`src/design/link_host_pkg.sv`:
```
package link_host_pkg;
    localparam int CLK_HZ = 125_000_000;
    localparam int DATA_BITS = 8;
    localparam int STOP_BITS = 2;
    localparam int IDLE_BITS = 12;
    localparam int BREAK_BITS = 12;
    localparam logic [7:0] SYNC_VALUE = 8'h55;
    localparam logic [7:0] ACK_VALUE = 8'h40;
    localparam int DEFAULT_BAUD = 115_200;
    localparam int DEFAULT_BIT_CYCLES = (CLK_HZ + DEFAULT_BAUD - 1) / DEFAULT_BAUD;
    localparam int BREAK_TIME_US = 24_600;
    localparam int BREAK_CYCLES = BREAK_TIME_US * (CLK_HZ / 1_000_000);
    localparam int ENABLE_LOW_NS = 500;
    localparam int ENABLE_LOW_CYCLES = (ENABLE_LOW_NS * (CLK_HZ / 1_000_000) + 999) / 1000;
    localparam int ACK_TIMEOUT_BITS = 64;
    localparam logic [3:0] FRAME_BITS = 4'hc;

    typedef enum logic [3:0] {
        ST_IDLE = 4'h0,
        ST_ENABLE_LOW = 4'h1,
        ST_ENABLE_WAIT = 4'h2,
        ST_TX = 4'h3,
        ST_TX_GAP = 4'h4,
        ST_BREAK = 4'h5,
        ST_RX_WAIT = 4'h6,
        ST_RX = 4'h7,
        ST_RX_DONE = 4'h8
    } host_state_t;

    function automatic logic even_parity(input logic [7:0] d);
        even_parity = ^d;
    endfunction
endpackage

```
`src/design/bit_timer_if.sv`:
```
interface bit_timer_if;
    logic restart;
    logic [31:0] cycles;
    logic tick;
    logic half;
    modport ctrl (output restart, output cycles, input tick, input half);
    modport timer (input restart, input cycles, output tick, output half);
endinterface

```
`src/design/link_host.sv`:
```
// Function
// - start, eight data, even parity, two stops
// - idle frame is twelve high bits
// - sync 0x55 before each instruction
// - after store, wait for acknowledge character
// - host starts an exchange with sync only when SEND_SYNC_I is set
// - host rate stays under recommended maximum
// - host rate error within 1.5 percent
// - host sends two breaks back to back
// - break lasts 8192 peripheral clocks worth
// - after repeat, sync only before first
module link_host
    import link_host_pkg::*;
#(
    parameter int BIT_CYCLES = DEFAULT_BIT_CYCLES,
    parameter int BREAK_LEN = BREAK_CYCLES,
    parameter int ENABLE_WAIT_LEN = 1_750_000
) (
    input wire logic CLK_I,
    input wire logic RSTN_I,
    input wire logic LINE_I,
    output logic LINE_O,
    output logic LINE_OE_O,
    input wire logic ENABLE_REQ_I,
    input wire logic BREAK_REQ_I,
    input wire logic SEND_VALID_I,
    input wire logic [7:0] SEND_DATA_I,
    input wire logic SEND_SYNC_I,
    input wire logic EXPECT_I,
    output logic SEND_READY_O,
    output logic RX_VALID_O,
    output logic [7:0] RX_DATA_O,
    output logic RX_ERROR_O,
    output logic ACK_SEEN_O,
    output logic TIMEOUT_O,
    output logic BUSY_O
);
    bit_timer_if bt ();
    bit_timer u_timer (.clk_i(CLK_I), .rstn_i(RSTN_I), .bt(bt));

    logic [2:0] sync_line;
    logic line_s;
    logic [1:0] break_count;
    host_state_t state, next_state;
    logic [11:0] shift, next_shift;
    logic [3:0] bitn, next_bitn;
    logic [31:0] cnt, next_cnt;
    logic [7:0] rx_data, next_rx_data;
    logic rx_valid, next_rx_valid, rx_error, next_rx_error;
    logic ack_seen, next_ack_seen, timeout, next_timeout;
    logic pend_sync, next_pend_sync;
    logic [7:0] pend_data, next_pend_data;
    logic drive, next_drive, level, next_level;
    logic [1:0] next_break_count;
    logic [2:0] next_sync_line;
    logic next_line_s;

    // line passes three flops; a level counts once stages two and three agree
    always_comb begin
        next_sync_line = {sync_line[1:0], LINE_I};
        next_line_s = line_s;
        if (sync_line[1] == sync_line[2]) begin
            next_line_s = sync_line[2];
        end
    end

    always_ff @(posedge CLK_I or negedge RSTN_I) begin
        if (!RSTN_I) begin
            sync_line <= 3'h7;
            line_s <= 1'b1;
        end else begin
            sync_line <= next_sync_line;
            line_s <= next_line_s;
        end
    end

    function automatic logic [11:0] make_frame(input logic [7:0] d);
        make_frame = {2'h3, even_parity(d), d, 1'b0};
    endfunction

    assign bt.cycles = 32'(BIT_CYCLES);
    assign bt.restart = (state == ST_IDLE) || (state == ST_RX_WAIT) || (state == ST_BREAK)
        || (state == ST_ENABLE_LOW) || (state == ST_ENABLE_WAIT);

    always_comb begin
        next_state = state;
        next_shift = shift;
        next_bitn = bitn;
        next_cnt = cnt;
        next_rx_data = rx_data;
        next_rx_valid = 1'b0;
        next_rx_error = 1'b0;
        next_ack_seen = 1'b0;
        next_timeout = 1'b0;
        next_pend_sync = pend_sync;
        next_pend_data = pend_data;
        next_drive = drive;
        next_level = level;
        next_break_count = break_count;
        case (state)
            ST_IDLE: begin
                next_drive = 1'b0;
                next_level = 1'b1;
                if (ENABLE_REQ_I) begin
                    next_state = ST_ENABLE_LOW;
                    next_drive = 1'b1;
                    next_level = 1'b0;
                    next_cnt = 32'h0;
                end else if (BREAK_REQ_I) begin
                    next_state = ST_BREAK;
                    next_drive = 1'b1;
                    next_level = 1'b0;
                    next_cnt = 32'h0;
                    next_break_count = 2'h2;
                end else if (SEND_VALID_I) begin
                    next_pend_data = SEND_DATA_I;
                    next_pend_sync = SEND_SYNC_I;
                    next_shift = SEND_SYNC_I ? make_frame(SYNC_VALUE)
                        : make_frame(SEND_DATA_I);
                    next_bitn = FRAME_BITS;
                    next_state = ST_TX;
                    next_drive = 1'b1;
                    next_level = 1'b0;
                end else if (EXPECT_I) begin
                    next_state = ST_RX_WAIT;
                    next_cnt = 32'h0;
                end
            end
            ST_ENABLE_LOW: begin
                next_cnt = cnt + 32'h1;
                if (cnt + 32'h1 >= 32'(ENABLE_LOW_CYCLES)) begin
                    next_drive = 1'b0;
                    next_state = ST_ENABLE_WAIT;
                    next_cnt = 32'h0;
                end
            end
            ST_ENABLE_WAIT: begin
                // device holds the line low until its clock runs
                next_cnt = cnt + 32'h1;
                if (line_s && cnt > 32'h4) begin
                    next_state = ST_IDLE;
                end else if (cnt + 32'h1 >= 32'(ENABLE_WAIT_LEN)) begin
                    next_timeout = 1'b1;
                    next_state = ST_IDLE;
                end
            end
            ST_BREAK: begin
                next_cnt = cnt + 32'h1;
                if (cnt + 32'h1 >= 32'(BREAK_LEN)) begin
                    next_cnt = 32'h0;
                    if (level == 1'b0) begin
                        next_level = 1'b1;
                        next_break_count = break_count - 2'h1;
                    end else if (break_count == 2'h0) begin
                        next_drive = 1'b0;
                        next_state = ST_IDLE;
                    end else begin
                        next_level = 1'b0;
                    end
                end
            end
            ST_TX: begin
                next_level = shift[0];
                if (bt.tick) begin
                    next_shift = {1'b1, shift[11:1]};
                    next_bitn = bitn - 4'h1;
                    next_level = shift[1];
                    if (bitn == 4'h1) begin
                        next_drive = 1'b0;
                        next_level = 1'b1;
                        if (pend_sync) begin
                            // the instruction byte follows its own sync
                            next_pend_sync = 1'b0;
                            next_shift = make_frame(pend_data);
                            next_bitn = FRAME_BITS;
                            next_drive = 1'b1;
                            next_level = 1'b0;
                        end else begin
                            next_state = ST_IDLE;
                        end
                    end
                end
            end
            ST_RX_WAIT: begin
                next_cnt = cnt + 32'h1;
                if (!line_s) begin
                    next_state = ST_RX;
                    next_bitn = 4'h0;
                end else if (cnt >= 32'(ACK_TIMEOUT_BITS * BIT_CYCLES)) begin
                    next_timeout = 1'b1;
                    next_state = ST_IDLE;
                end
            end
            ST_RX: begin
                if (bt.half) begin
                    next_shift = {line_s, shift[11:1]};
                    next_bitn = bitn + 4'h1;
                    if (bitn == 4'hb) begin
                        next_state = ST_RX_DONE;
                    end
                end
            end
            ST_RX_DONE: begin
                next_rx_data = shift[8:1];
                next_rx_valid = 1'b1;
                next_rx_error = shift[0] || !shift[10] || !shift[11]
                    || (even_parity(shift[8:1]) != shift[9]);
                next_ack_seen = (shift[8:1] == ACK_VALUE);
                next_state = ST_IDLE;
            end
            default: begin
                next_state = ST_IDLE;
            end
        endcase
    end

    always_ff @(posedge CLK_I or negedge RSTN_I) begin
        if (!RSTN_I) begin
            state <= ST_IDLE;
            shift <= 12'hfff;
            bitn <= 4'h0;
            cnt <= 32'h0;
            rx_data <= 8'h00;
            rx_valid <= 1'b0;
            rx_error <= 1'b0;
            ack_seen <= 1'b0;
            timeout <= 1'b0;
            pend_sync <= 1'b0;
            pend_data <= 8'h00;
            drive <= 1'b0;
            level <= 1'b1;
            break_count <= 2'h0;
        end else begin
            state <= next_state;
            shift <= next_shift;
            bitn <= next_bitn;
            cnt <= next_cnt;
            rx_data <= next_rx_data;
            rx_valid <= next_rx_valid;
            rx_error <= next_rx_error;
            ack_seen <= next_ack_seen;
            timeout <= next_timeout;
            pend_sync <= next_pend_sync;
            pend_data <= next_pend_data;
            drive <= next_drive;
            level <= next_level;
            break_count <= next_break_count;
        end
    end

    assign LINE_O = level;
    assign LINE_OE_O = drive;
    assign SEND_READY_O = (state == ST_IDLE) && !ENABLE_REQ_I && !BREAK_REQ_I;
    assign RX_VALID_O = rx_valid;
    assign RX_DATA_O = rx_data;
    assign RX_ERROR_O = rx_error;
    assign ACK_SEEN_O = ack_seen;
    assign TIMEOUT_O = timeout;
    assign BUSY_O = (state != ST_IDLE);
endmodule

```
`src/design/bit_timer.sv`:
```
module bit_timer (
    input wire logic clk_i,
    input wire logic rstn_i,
    bit_timer_if.timer bt
);
    logic [31:0] count;
    logic [31:0] next_count;

    always_comb begin
        next_count = count + 32'h1;
        if (bt.restart || next_count >= bt.cycles) begin
            next_count = 32'h0;
        end
    end

    always_ff @(posedge clk_i or negedge rstn_i) begin
        if (!rstn_i) begin
            count <= 32'h0;
        end else begin
            count <= next_count;
        end
    end

    assign bt.tick = !bt.restart && (count + 32'h1 >= bt.cycles);
    assign bt.half = !bt.restart && (count == (bt.cycles >> 1));
endmodule

```
`config.mk`:
```
export PLATFORM = sky130hd
export DESIGN_NAME = link_host
export DESIGN_NICKNAME = d
export VERILOG_FILES = /design/src/design/link_host_pkg.sv /design/src/design/bit_timer_if.sv /design/src/design/link_host.sv /design/src/design/bit_timer.sv
export SDC_FILE = /design/constraint.sdc
export NUM_CORES = 1
export LEC_CHECK = 0
export ABC_CLOCK_PERIOD_IN_PS = 4300
export BUFFER_PORTS_ARGS = -buffer_cell sky130_fd_sc_hd__buf_2
export CAP_MARGIN = 5
export CORE_ASPECT_RATIO = 0.9
export CORE_MARGIN = 2
export CORE_UTILIZATION = 35
export DETAILED_ROUTE_END_ITERATION = 6
export GPL_ROUTABILITY_DRIVEN = 0
export SETUP_SLACK_MARGIN = 0.5
export SYNTH_ARGS = -nofsm -noshare
export SYNTH_HDL_FRONTEND = slang
export SYNTH_SLANG_ARGS = --single-unit
```
`constraint.sdc`:
```
create_clock -name CLK_I -period 4.3 [get_ports CLK_I]
set_input_delay 0.86 -clock CLK_I [delete_from_list [all_inputs] [get_ports CLK_I]]
set_output_delay 0.86 -clock CLK_I [all_outputs]
set_load 0.01 [all_outputs]
```
==> impl_metrics.json <==
{
  "yosysUniqueCellTypes": 84,
  "synth_seq_area_share_pct": 38.9,
  "layout-area-overhead-vs-synth_pct": 16.7,
  "routed_wire_length_per_instance_um": 17.1,
  "via_per_inst": 5.66,
  "synth-main-ff-cell": "sky130_fd_sc_hd__dfrtp_1",
  "hold_viol": 0,
  "final_hpwl_dp_um": 14000,
  "holdPathStages": 0,
  "ios": 32,
  "most-common-layout-cells": "93 x sky130_fd_sc_hd__dfrtp_1, 76 x sky130_fd_sc_hd__nand2_1, 70 x sky130_fd_sc_hd__nor2_1",
  "effective_utilization_at_floorplan_pct": 35.5,
  "post_cts_hold_buffer_count": 0,
  "core_region_area_sq_um": 20600,
  "power.clock.fraction_pct": 29.0,
  "final_max_slew_viol_count": 0,
  "critical_path_arrival_ns": 3.91,
  "buffer_ports.inserted": 31,
  "drt_iter0_markers": 723,
  "finalWirelength_um": 19900,
  "clock_sink_count": 113,
  "ctsHtreeMaxLevel": 4,
  "internal_power_mw": 2.99,
  "maxCapViolCount": 0,
  "grt_use_met1_pct": 28.2,
  "yosysWarningCount": 0,
  "grt_max_degree": 66,
  "min_period_over_period_pct": 84.2,
  "gr-total-overflow": 0,
  "global_route.usage.met3_pct": 3.79,
  "drc_errors": 0,
  "die_w_um": 157,
  "placed_cells_incl_taps": 1122,
  "worst_path_largest_cell_delay_ns": 0.62,
  "timing.final.setup_violations": 0,
  "crit_path_start_kind": "register",
  "synth-seq-cells": 113,
  "final_common_cell": "sky130_fd_sc_hd__dfrtp_1",
  "post_synth_inst_count": 838,
  "ctsRootBufferMaster": "sky130_fd_sc_hd__clkbuf_16",
  "critPathMostFrequentCell": "sky130_fd_sc_hd__or4_4",
  "grt_pass1_wl_um": 33000,
  "share_comb_of_total_power_pct": 37.8,
  "cellPowerDensity_nw_per_um2": 558,
  "grt_use_met2_pct": 27.2,
  "global_route.peak_usage_layer": "met1",
  "drive_above_1_share_pct": 18.9,
  "critPathSlowestCell": "sky130_fd_sc_hd__or4_4",
  "grt_setup_unrepaired": "no",
  "path_max_fanout": 7,
  "design.die.area_sq_um": 22100,
  "chipHeight_um": 141,
  "n_antenna_cell": 0,
  "result_of_the_run": "completed",
  "antenna_found_initial": 1,
  "req_time_crit_path_ns": 4.60,
  "cts_tree": "yes",
  "path_cells": "ha_2 > nand4_2 > or4_4 > or4_1 > nand3_1 > o211ai_1 > or4_4 > o21ai_4 > or3_4 > mux2_2",
  "power.switching_fraction_pct": 37.4,
  "grt_util_all_layers_pct": 18.7,
  "critPathKind": "reg2reg",
  "timing.setup.tns_ns": 0,
  "end_kind": "register",
  "layout.nets": 920,
  "clk_transition_reported_paths_ns": 0.06,
  "edff_count_synth": 0,
  "ant_nets": 0,
  "grt_pass1_vias": 6203,
  "worst_slew_pin_slew_ns": 0.861,
  "worstRegToRegCells": 10,
  "via_count": 6583,
  "cts_max_path_buffers": 2,
  "timing.slew.headroom_pct": 42.6,
  "leakagePower_nw": 3.40,
  "syn-cell-area_sq_um": 7330,
  "cts_buffers": 17,
  "timing.hold.worst.class": "reg2reg",
  "worst_ir_drop_vdd_mv": 0.282,
  "syn_avg_cell_area_sq_um": 8.75,
  "power.sequential.fraction_pct": 33.1,
  "max_clock_freq_mhz": 276,
  "synth-async-reset-ratio_pct": 100,
  "period_needed_ns": 3.62,
  "clkLatencyLatePin_ns": 0.41,
  "clock-skew-final_ns": 0.00960,
  "fp-row-count": 50,
  "final_cell_count_no_fill": 1164,
  "power.switching_mw": 1.79,
  "drt_pass1_iterations": 5
}
==> worst max-delay path, delay by kind of cell, from the launching register on <==
kind | cells | cell delay (ns)
adders and majority gates | 1 | 0.24
and+or+nand+nor | 6 | 2.22
AOI/OAI and AO/OA | 2 | 0.33
muxes | 1 | 0.33
DFF | 1 | 0.38
==> metrics by stage <==
step | power, mW | hold WS (ns) | util, % | instance area [sq um] | setup slack, ns
finish | 4.77 | 0.360 | 41.4 | 8550 | 0.681
global route | 5.07 | 0.363 | 41.4 | 8550 | 0.500
CTS | 4.69 | 0.359 | 40.8 | 8420 | 0.537
detailed placement | 3.28 | 0.347 | 38.0 | 7840 | 0.354
global placement | 3.27 | 0.350 | 38.0 | 7840 | 0.473
floorplan | 2.83 | 0.345 | - | 7400 | 0.784
==> power groups by stage <==
| stage | logic (mW) | clock network, mW | registers [mW] |
|---|---|---|---|
| after detailed placement | 1.70 | 0 | 1.59 |
| after global placement | 1.68 | 0 | 1.58 |
| after floorplan | 1.35 | 0 | 1.48 |
| after CTS | 1.71 | 1.41 | 1.57 |
| after global routing | 2.00 | 1.46 | 1.62 |
| final | 1.81 | 1.38 | 1.58 |
==> cell families after synthesis <==
kind of cell | after synthesis | share of synthesized area, %
and+or+nand+nor | 362 | 25.4
AOI/OAI and AO/OA | 176 | 16.7
DFF | 113 | 38.9
buffers and inverters | 86 | 5.09
xor gates and xnor gates | 49 | 5.86
muxes | 37 | 5.67
adders and majority gates | 14 | 2.36
other | 1 | 0.0512
==> metal layers <==
metal	vias up	wire, um
met2	206	8600
met4	2	255
met1	3163	10100
met5	-	11
met3	33	968
li1	3179	-
==> synth_stat cells (8+ instances only) <==
library cell               number  area share (%)
sky130_fd_sc_hd__a21oi_1       28             1.9
sky130_fd_sc_hd__a221oi_1       8            0.96
sky130_fd_sc_hd__a31oi_1       21             1.8
sky130_fd_sc_hd__and3_1         9            0.77
sky130_fd_sc_hd__buf_2         11            0.75
sky130_fd_sc_hd__clkbuf_1      31             1.6
sky130_fd_sc_hd__dfrtp_1       96              33
sky130_fd_sc_hd__dfstp_2       17             6.1
sky130_fd_sc_hd__ha_1          13             2.2
sky130_fd_sc_hd__inv_1         34             1.7
sky130_fd_sc_hd__mux2_2        20             3.1
sky130_fd_sc_hd__mux2i_1       13             1.8
sky130_fd_sc_hd__nand2_1       76             3.9
sky130_fd_sc_hd__nand2b_1      10            0.85
sky130_fd_sc_hd__nand3_1       45             3.1
sky130_fd_sc_hd__nand4_1       29             2.5
sky130_fd_sc_hd__nor2_1        70             3.6
sky130_fd_sc_hd__nor2b_1        9            0.77
sky130_fd_sc_hd__nor3_1        36             2.5
sky130_fd_sc_hd__nor4_1        29             2.5
sky130_fd_sc_hd__o21ai_0       45             3.1
sky130_fd_sc_hd__or2_2          8            0.68
sky130_fd_sc_hd__or3_1          8            0.68
sky130_fd_sc_hd__xnor2_1       39             4.7
sky130_fd_sc_hd__xor2_1        10             1.2
==> worst paths after layout <==
path | start | to | slack, ns
worst max register to register | u_timer.count[1]$_DFF_PN0_ | state[1]$_DFFE_PN0P_ | 0.68
min in group asynchronous | RSTN_I | RX_ERROR_O$_DFF_PN0_ | 0.56
worst max-delay path | u_timer.count[1]$_DFF_PN0_ | state[1]$_DFFE_PN0P_ | 0.68
worst min register to register | sync_line[0]$_DFF_PN1_ | sync_line[1]$_DFF_PN1_ | 0.36
worst min-delay path | sync_line[0]$_DFF_PN1_ | sync_line[1]$_DFF_PN1_ | 0.36
max in group asynchronous | RSTN_I | line_s$_DFFE_PN1N_ | 2.80
==> timing repair <==
item | 4_1_cts | 5_1_grt
pin swaps | 0 | 5
resized for setup | 2 | 13
buffers inserted | 0 | 9
endpoints found under the hold margin | 0 | 0
cloned | 0 | 1
setup endpoints to repair | 8 | 41
==> state kept, by name (all words and copies together) (netlist names) <==
| name | flops |
|---|---|
| TIMEOUT_O | 1 |
| LINE_OE_O | 1 |
| bitn | 4 |
| pend_sync | 1 |
| u_timer.count | 32 |
| break_count | 2 |
| cnt | 32 |
| pend_data | 8 |
| ACK_SEEN_O | 1 |
| LINE_O | 1 |
| line_s | 1 |
| RX_ERROR_O | 1 |
| RX_DATA_O | 8 |
| sync_line | 3 |
| RX_VALID_O | 1 |
| shift | 12 |
| state | 4 |
==> final cells by class <==
cell class	instances	area, sq um
Sequential cell	113	2850
Clock inverter	10	111
Fill cell	2041	12100
Clock buffer	22	464
Timing Repair Buffer	65	413
Tap cell	260	325
Inverter	34	128
Multi-Input combinational cell	660	4260
Power figures use the tool's default switching activity.
